<file path="src/rtl/pcs_defs.vh">
// Purpose: constants for the clock synthesizer control block
// Assumes: included by bare name from pcs_lock_detect and pcs_clock_synth
// Notes: byte offsets on a 32-bit Avalon-MM slave
`ifndef PCS_DEFS_VH
`define PCS_DEFS_VH

`define PCS_ADDR_W 4
`define PCS_FREQ_OFFSET 4'h0
`define PCS_MODE_OFFSET 4'h4
`define PCS_REG_RESET 16'h0000

// synth_frequency_control fields
`define PCS_YD_MSB 7
`define PCS_YD_LSB 0
`define PCS_ID_MSB 11
`define PCS_ID_LSB 8
`define PCS_PD_MSB 15
`define PCS_PD_LSB 12

// synth_mode_control fields
`define PCS_CS_MSB 11
`define PCS_CS_LSB 10
`define PCS_PS_BIT 12
`define PCS_PWROFF_BIT 13
`define PCS_SEL_BIT 14
`define PCS_LOCK_BIT 15
`define PCS_MODE_RW_MASK 16'h7C00

// clock_out_select codes
`define PCS_CS_PHASE0 2'h0
`define PCS_CS_RESERVED 2'h1
`define PCS_CS_EXT 2'h2
`define PCS_CS_EXT_HALF 2'h3

`define PCS_LOCK_REF_CYCLES 16
`define PCS_REF_W 20

`endif

</file>
<file path="src/rtl/pcs_tick_divider.v">
// Purpose: divides a stream of one-cycle ticks by a programmable ratio
// Assumes: tickIn is a one-cycle enable on clk_sys
// Notes: ratio is terminal+1; clear restarts the count
`timescale 1ns/1ps
`default_nettype none
module pcs_tick_divider #(
  parameter WIDTH = 8
) (
  input wire clk_sys,
  input wire srst,
  input wire clear,
  input wire tickIn,
  input wire [WIDTH-1:0] terminal,
  output reg tickOut
);
  reg [WIDTH-1:0] count;

  always @(posedge clk_sys) begin
    if (srst || clear) begin
      count <= {WIDTH{1'b0}};
      tickOut <= 1'b0;
    end else begin
      tickOut <= 1'b0;
      if (tickIn) begin
        // compare with >= so a lowered ratio never runs the counter past wrap
        if (count >= terminal) begin
          count <= {WIDTH{1'b0}};
          tickOut <= 1'b1;
        end else begin
          count <= count + {{(WIDTH-1){1'b0}}, 1'b1};
        end
      end
    end
  end
endmodule // pcs_tick_divider
`default_nettype wire

</file>
<file path="src/rtl/pcs_lock_detect.v">
// Purpose: declares lock after feedback and reference phases agree for a run
// Assumes: refTick and fbTick are one-cycle enables on clk_sys
// Notes: restart drops lock at once and restarts the run
`timescale 1ns/1ps
`default_nettype none
`include "pcs_defs.vh"
module pcs_lock_detect #(
  parameter LOCK_CYCLES = `PCS_LOCK_REF_CYCLES,
  parameter CW = 8
) (
  input wire clk_sys,
  input wire srst,
  input wire restart,
  input wire refTick,
  input wire fbTick,
  output reg locked
);
  reg [CW-1:0] goodRun;
  reg [1:0] fbSeen;
  wire [1:0] fbTotal = fbSeen + {1'b0, fbTick};
  wire matched = (fbTotal == 2'h1);

  always @(posedge clk_sys) begin
    if (srst || restart) begin
      goodRun <= {CW{1'b0}};
      fbSeen <= 2'h0;
      locked <= 1'b0;
    end else if (refTick) begin
      fbSeen <= 2'h0;
      // exactly one feedback edge per reference period counts as in phase
      if (!matched) begin
        goodRun <= {CW{1'b0}};
        locked <= 1'b0;
      end else if (goodRun >= LOCK_CYCLES[CW-1:0] - {{(CW-1){1'b0}}, 1'b1}) begin
        locked <= 1'b1;
      end else begin
        goodRun <= goodRun + {{(CW-1){1'b0}}, 1'b1};
      end
    end else if (fbTick && fbSeen != 2'h2) begin
      fbSeen <= fbSeen + 2'h1;
    end
  end
endmodule // pcs_lock_detect
`default_nettype wire

</file>
<file path="src/rtl/pcs_clock_synth.v">
// Purpose: clock synthesizer control with two software registers
// Assumes: external clock is far slower than clk_sys; Avalon-MM slave
// Notes: derived clocks are one-cycle enables; levels toggle on them
// Function
// synthesizer rate is ext/(ID+1)*(YD+1)/2^PD
// feedback divides by YD+1; write clears lock
// input divider divides ext by ID+1
// new input divider value clears lock
// post divider divides oscillator by 2^PD
// post divider writes leave lock alone
// registers read/write, zero on hardware reset
// output select drives clock output pin
// reset drives phase-zero clock on pin
// bypass source picks ext or divided ext
// power-off stops whole PLL, counters included
// setting power-off clears lock at once
// select with power on uses synthesizer
// lock flag is read-only status bit
// clearing select alone keeps lock
// stop keeps PLL; powered-off stop halts divider
// software bypasses before powering off
// software bypasses while reprogramming feedback
// software bypasses, powers off, then stops
// software writes zeros to reserved bits
// lock after matched run; cleared on changes
//
// Chosen here: the placing of the registers and register access over Avalon-MM.
`timescale 1ns/1ps
`default_nettype none
`include "pcs_defs.vh"
module pcs_clock_synth #(
  parameter LOCK_CYCLES = `PCS_LOCK_REF_CYCLES,
  parameter REF_W = `PCS_REF_W
) (
  input wire clk_sys,
  input wire srst,
  input wire [`PCS_ADDR_W-1:0] avs_address,
  input wire avs_read,
  input wire avs_write,
  input wire [31:0] avs_writedata,
  input wire [3:0] avs_byteenable,
  output reg [31:0] avs_readdata,
  output wire avs_waitrequest,
  input wire externalClockInput,
  input wire stopMode,
  input wire clockOutDisable,
  output reg coreClockTick,
  output reg coreMasterClock,
  output reg corePhaseZeroClock,
  output reg clockOutputPin,
  output wire synthLocked
);
  function hitOffset;
    input [`PCS_ADDR_W-1:0] addr;
    input [`PCS_ADDR_W-1:0] offset;
    begin
      hitOffset = (addr == offset);
    end
  endfunction

  reg [15:0] freqCtrl;
  reg [15:0] modeCtrl;
  reg ack;

  wire [7:0] feedbackDivider = freqCtrl[`PCS_YD_MSB:`PCS_YD_LSB];
  wire [3:0] inputDivider = freqCtrl[`PCS_ID_MSB:`PCS_ID_LSB];
  wire [3:0] postDividerExponent = freqCtrl[`PCS_PD_MSB:`PCS_PD_LSB];
  wire [1:0] clockOutSelect = modeCtrl[`PCS_CS_MSB:`PCS_CS_LSB];
  wire bypassSourceSelect = modeCtrl[`PCS_PS_BIT];
  wire synthPowerOff = modeCtrl[`PCS_PWROFF_BIT];
  wire synthOutputSelect = modeCtrl[`PCS_SEL_BIT];

  // ---------------- register bus: one wait state per access
  wire req = avs_read | avs_write;
  assign avs_waitrequest = req & ~ack;
  wire wrDone = avs_write & ack;
  wire wrFreq = wrDone & hitOffset(avs_address, `PCS_FREQ_OFFSET);
  wire wrMode = wrDone & hitOffset(avs_address, `PCS_MODE_OFFSET);

  wire ydWrite = wrFreq & avs_byteenable[0];
  wire idChange = wrFreq & avs_byteenable[1] &
                  (avs_writedata[`PCS_ID_MSB:`PCS_ID_LSB] != inputDivider);
  // PD lives in the same byte as ID but only an ID change restarts lock
  wire powerOffSet = wrMode & avs_byteenable[1] & avs_writedata[`PCS_PWROFF_BIT];
  wire lockRestart = ydWrite | idChange | powerOffSet | synthPowerOff;

  always @(posedge clk_sys) begin
    if (srst) begin
      ack <= 1'b0;
      avs_readdata <= 32'h0000_0000;
    end else begin
      ack <= req & ~ack;
      if (req && !ack) begin
        if (hitOffset(avs_address, `PCS_FREQ_OFFSET)) begin
          avs_readdata <= {16'h0000, freqCtrl};
        end else if (hitOffset(avs_address, `PCS_MODE_OFFSET)) begin
          avs_readdata <= {16'h0000, synthLocked, modeCtrl[14:0]};
        end else begin
          avs_readdata <= 32'h0000_0000;
        end
      end
    end
  end

  // only the hardware reset clears these; there is no software reset input
  always @(posedge clk_sys) begin
    if (srst) begin
      freqCtrl <= `PCS_REG_RESET;
      modeCtrl <= `PCS_REG_RESET;
    end else begin
      if (wrFreq && avs_byteenable[0]) begin
        freqCtrl[7:0] <= avs_writedata[7:0];
      end
      if (wrFreq && avs_byteenable[1]) begin
        freqCtrl[15:8] <= avs_writedata[15:8];
      end
      if (wrMode && avs_byteenable[1]) begin
        // reserved low bits and the lock bit are never stored
        modeCtrl <= avs_writedata[15:0] & `PCS_MODE_RW_MASK;
      end
    end
  end

  // ---------------- external clock conditioning
  reg [2:0] extSync;
  reg extLevel;
  reg extHalf;
  wire extRise = ~extLevel & extSync[1] & (extSync[1] == extSync[2]);

  always @(posedge clk_sys) begin
    if (srst) begin
      extSync <= 3'h0;
      extLevel <= 1'b0;
      extHalf <= 1'b0;
    end else begin
      extSync <= {extSync[1:0], externalClockInput};
      // accept a change only once the two later stages agree
      if (extSync[1] == extSync[2]) begin
        extLevel <= extSync[1];
      end
      if (extRise) begin
        extHalf <= ~extHalf;
      end
    end
  end

  // ---------------- input divider, halted only by a powered-off stop
  wire idHalted = stopMode & synthPowerOff;
  wire idTick;

  pcs_tick_divider #(.WIDTH(4)) u_input_div (
    .clk_sys(clk_sys),
    .srst(srst),
    .clear(idHalted),
    .tickIn(extRise),
    .terminal(inputDivider),
    .tickOut(idTick)
  );

  // ---------------- oscillator model: YD+1 ticks per reference period
  reg [REF_W-1:0] refCount;
  reg [REF_W-1:0] refPeriod;
  reg [REF_W-1:0] phaseAcc;
  reg vcoTick;
  wire [REF_W-1:0] ydPlusOne = {{(REF_W-9){1'b0}}, 1'b0, feedbackDivider} + {{(REF_W-1){1'b0}}, 1'b1};
  wire [REF_W:0] phaseSum = {1'b0, phaseAcc} + {1'b0, ydPlusOne};

  // one tick per clk_sys at most: the oscillator must stay below clk_sys
  always @(posedge clk_sys) begin
    if (srst || synthPowerOff) begin
      refCount <= {REF_W{1'b0}};
      refPeriod <= {REF_W{1'b0}};
      phaseAcc <= {REF_W{1'b0}};
      vcoTick <= 1'b0;
    end else begin
      if (idTick) begin
        refPeriod <= refCount + {{(REF_W-1){1'b0}}, 1'b1};
        refCount <= {REF_W{1'b0}};
      end else if (refCount != {REF_W{1'b1}}) begin
        refCount <= refCount + {{(REF_W-1){1'b0}}, 1'b1};
      end
      vcoTick <= 1'b0;
      if (refPeriod != {REF_W{1'b0}}) begin
        if (phaseSum >= {1'b0, refPeriod}) begin
          phaseAcc <= phaseSum[REF_W-1:0] - refPeriod;
          vcoTick <= 1'b1;
        end else begin
          phaseAcc <= phaseSum[REF_W-1:0];
        end
      end
    end
  end

  wire fbTick;

  pcs_tick_divider #(.WIDTH(8)) u_feedback_div (
    .clk_sys(clk_sys),
    .srst(srst),
    .clear(synthPowerOff),
    .tickIn(vcoTick),
    .terminal(feedbackDivider),
    .tickOut(fbTick)
  );

  pcs_lock_detect #(.LOCK_CYCLES(LOCK_CYCLES)) u_lock (
    .clk_sys(clk_sys),
    .srst(srst),
    .restart(lockRestart),
    .refTick(idTick),
    .fbTick(fbTick),
    .locked(synthLocked)
  );

  // ---------------- post divider by 2^PD
  reg [15:0] postCount;
  wire [15:0] postMask = (16'h0001 << postDividerExponent) - 16'h0001;
  wire postTick = vcoTick & ((postCount & postMask) == postMask);

  always @(posedge clk_sys) begin
    if (srst || synthPowerOff) begin
      postCount <= 16'h0000;
    end else if (vcoTick) begin
      postCount <= postCount + 16'h0001;
    end
  end

  // ---------------- core clock selection and clock output pin
  wire synthSelected = synthOutputSelect & ~synthPowerOff;
  wire sourceTick = synthSelected ? postTick : (bypassSourceSelect ? idTick : extRise);

  always @(posedge clk_sys) begin
    if (srst) begin
      coreClockTick <= 1'b0;
      coreMasterClock <= 1'b0;
      corePhaseZeroClock <= 1'b0;
      clockOutputPin <= 1'b0;
    end else begin
      coreClockTick <= sourceTick;
      if (sourceTick) begin
        coreMasterClock <= ~coreMasterClock;
      end
      corePhaseZeroClock <= coreMasterClock;
      if (clockOutDisable) begin
        clockOutputPin <= 1'b0;
      end else if (clockOutSelect == `PCS_CS_PHASE0) begin
        clockOutputPin <= corePhaseZeroClock;
      end else if (clockOutSelect == `PCS_CS_EXT) begin
        clockOutputPin <= extLevel;
      end else if (clockOutSelect == `PCS_CS_EXT_HALF) begin
        clockOutputPin <= extHalf;
      end else begin
        clockOutputPin <= 1'b0;
      end
    end
  end
endmodule // pcs_clock_synth
`default_nettype wire

</file>
<file path="config.mk">
export PLATFORM = sky130hd
export DESIGN_NAME = pcs_clock_synth
export DESIGN_NICKNAME = d
export VERILOG_FILES = /design/src/rtl/pcs_tick_divider.v /design/src/rtl/pcs_lock_detect.v /design/src/rtl/pcs_clock_synth.v
export VERILOG_INCLUDE_DIRS = /design/src /design/src/rtl
export SDC_FILE = /design/constraint.sdc
export NUM_CORES = 1
export LEC_CHECK = 0
export ABC_AREA = 1
export BUFFER_PORTS_ARGS = -buffer_cell sky130_fd_sc_hd__buf_2
export CORE_MARGIN = 2
export CORE_UTILIZATION = 40
export CTS_CLUSTER_SIZE = 30
export DETAILED_ROUTE_END_ITERATION = 6
export GPL_ROUTABILITY_DRIVEN = 0
export PLACE_DENSITY = 0.61
export SLEW_MARGIN = 20
export SYNTH_ARGS = -nofsm -noshare
export SYNTH_HDL_FRONTEND = slang
export SYNTH_SLANG_ARGS = --single-unit
</file>
<file path="constraint.sdc">
create_clock -name clk_sys -period 5.3 [get_ports clk_sys]
set_clock_uncertainty 0.2 [all_clocks]
set_input_delay 0.53 -clock clk_sys [delete_from_list [all_inputs] [get_ports clk_sys]]
set_output_delay 0.53 -clock clk_sys [all_outputs]
set_load 0.05 [all_outputs]
</file>
==> metrics <==
TritonCTS clock tree=done; FMAX=0.2372 GHz; PortBufs=50; synthesized instance count=1,274; WP data required=5.47 ns; DRC=0; largest net degree at the start of global routing=39; Tmin final=4.217 ns; clk buf depth=2; Critical Path End Type=register; share of cells above drive strength 1=10.01%; gr usage total=18.76%; Buf+Inv Stages, Crit Path=4; Synth Register Bits=148; Post-Route WL=21,540 um; worst skew pair latency=0.44 ns; asr flop ratio synth=0%; cts hold-fix bufs=0; via count=7,964; sequential area share after synthesis=33.52%; Pins Over Slew Limit=0; Primary FF master, synth=dfxtp_1; Synth top area share=33.52%; dpl hpwl=16,490 um; core area=21,760 um2; ant diodes=0; number of global-route vias before repair=7,667; status=finished, final reports clean; clk sink count=148; Reg clk slew, reported paths=0.07 ns; Peak VDD IR=184.5 uV; dpl cells=1,577; synth warn=0; antenna violations before repair=0; mapped cell area=8838 um2; First-pass DRT Iterations=5; clk root buf=clkbuf_16; Fin Hold WS=0.05073 ns; Site Rows=54; Crit Path Category=reg -> reg; commonest non-fill, non-tap cells in the layout=nand2_1, inv_1, dfxtp_1; CP delay by family, top=simple AND/OR/NAND/NOR gates; Post-synth EDFFs=0; post-CTS setup buffer count=0; RSZ-0062 raised after global routing=false; post_cts resized=0; Die Ht=152.6 um; Syn-to-layout area delta=11.81%; global route overflow=0; most common cell after layout, fill and taps aside=nand2_1; maxcap violations=0; Slew HR=30.05%; slew of the pin with the lowest slew margin=1.048 ns; CTS Buf Count=17; Vias/cell=4.950; final worst-path cycle share=79.56%; Initial Utilization=40.63%; PwrDens=261.1 nW/um2; syn avg cell area=6.938 um2; CTS HTree Levels=4; # IOs=85; max incr delay on CP=0.41 ns; Final nets=1,413; WL per Instance=13.39 um; Die X=152.6 um; Startpoint Class=register; synth top area cells=dfxtp_1, nand2_1, inv_1; Fin Setup TNS=0 ns; Layout Cells excl Fill=1,609; DIE AREA=23,300 um2; antenna-violating nets left=0; critical-path maximum fanout=22; first-pass GRT wire length=36,560 um; Final setup viols=0; most frequent CP cell=nand2_1; starting DRC count in detailed routing=400; area leader, netlist=dfxtp_1; Worst Hold Class=in -> reg; WP data arrival=4.39 ns; Pleak=4.703 nW; Fin. Hold Viols=0; count of cell types in the netlist=53; cell with the largest stage delay on the worst path=fa_1
-- flip-flops by register name, indices dropped and copies added (netlist names) --
| register | count |
|---|---|
| u_feedback_div.tickOut | 1 |
| clockOutputPin | 1 |
| phaseAcc | 20 |
| u_feedback_div.count | 8 |
| coreMasterClock | 1 |
| modeCtrl | 5 |
| postCount | 15 |
| vcoTick | 1 |
| u_lock.fbSeen | 2 |
| ack | 1 |
| coreClockTick | 1 |
| corePhaseZeroClock | 1 |
| refPeriod | 20 |
| extLevel | 1 |
| u_lock.goodRun | 8 |
| u_input_div.tickOut | 1 |
| freqCtrl | 16 |
| extSync | 3 |
| refCount | 20 |
| u_input_div.count | 4 |
| extHalf | 1 |
| avs_readdata | 16 |
| u_lock.locked | 1 |
-- power breakdown --
group          switching [W]  internal (W)
combinational       0.000148     0.0000506
sequential        0.00000865       0.00113
clock               0.000600      0.000649
total               0.000756       0.00182
-- per-stage QoR --
stage | setup WS (ns) | util, % | total power, W | cell area [um2]
floorplan | 1.894 | - | 0.001320 | 8895
global placement | 1.160 | 42.54 | 0.001356 | 9255
detailed placement | 1.135 | 42.54 | 0.001358 | 9255
CTS | 1.109 | 45.42 | 0.002610 | 9882
global route | 0.7054 | 45.42 | 0.002676 | 9882
finish | 1.083 | 45.42 | 0.002580 | 9882
-- logic make-up after synthesis --
family | after synthesis | synth area share, %
and+or+nand+nor | 564 | 28.82
buffers and inverters | 234 | 11.07
AOI/OAI and AO/OA | 224 | 14.04
DFF | 148 | 33.52
xor gates and xnor gates | 53 | 5.252
adders and majority gates | 50 | 7.248
other | 1 | 0.04243
-- cell type report --
cell class	count	area, um2
Fill cell	2303	11870
Multi-Input combinational cell	907	4956
Sequential cell	148	2963
Inverter	188	705.7
Clock buffer	17	425.4
Tap cell	280	350.3
Timing Repair Buffer	54	280.3
Clock inverter	15	201.4
-- worst paths after layout --
kind	start	to	slack (ns)	cells after the start
worst max-delay path	freqCtrl[0]$_SDFFE_PP0P_	phaseAcc[7]$_SDFFE_PP0N_	1.08	26
worst min register to register	extSync[0]$_SDFF_PP0_	extSync[1]$_SDFF_PP0_	0.21	2
worst max register to register	freqCtrl[0]$_SDFFE_PP0P_	phaseAcc[7]$_SDFFE_PP0N_	1.08	26
worst min-delay path	clockOutDisable	clockOutputPin$_SDFF_PP0_	0.05	2
-- synth_stat cells, types with 5 or more instances --
library cell / number
a21oi_1: 105
nor4_1: 5
buf_4: 17
nand4_1: 22
nor2_1: 96
nor2_2: 7
clkbuf_1: 16
o21ai_0: 65
nor3_1: 25
inv_2: 8
o221ai_1: 6
o21bai_1: 7
nand2_1: 282
nand2_2: 9
nand3_1: 90
xnor2_1: 22
ha_1: 48
inv_1: 179
xor2_1: 31
buf_2: 5
o22ai_1: 15
dfxtp_1: 148
-- routing by layer --
metal | track usage (%) | up-vias | routed length, um
li1 | - | 4214 | -
met1 | 24.78 | 3612 | 10430
met2 | 31.75 | 124 | 10180
met3 | 3.697 | 14 | 743
met4 | 4.233 | 0 | 191
met5 | 0 | - | 0
Power figures use the tool's default switching activity.
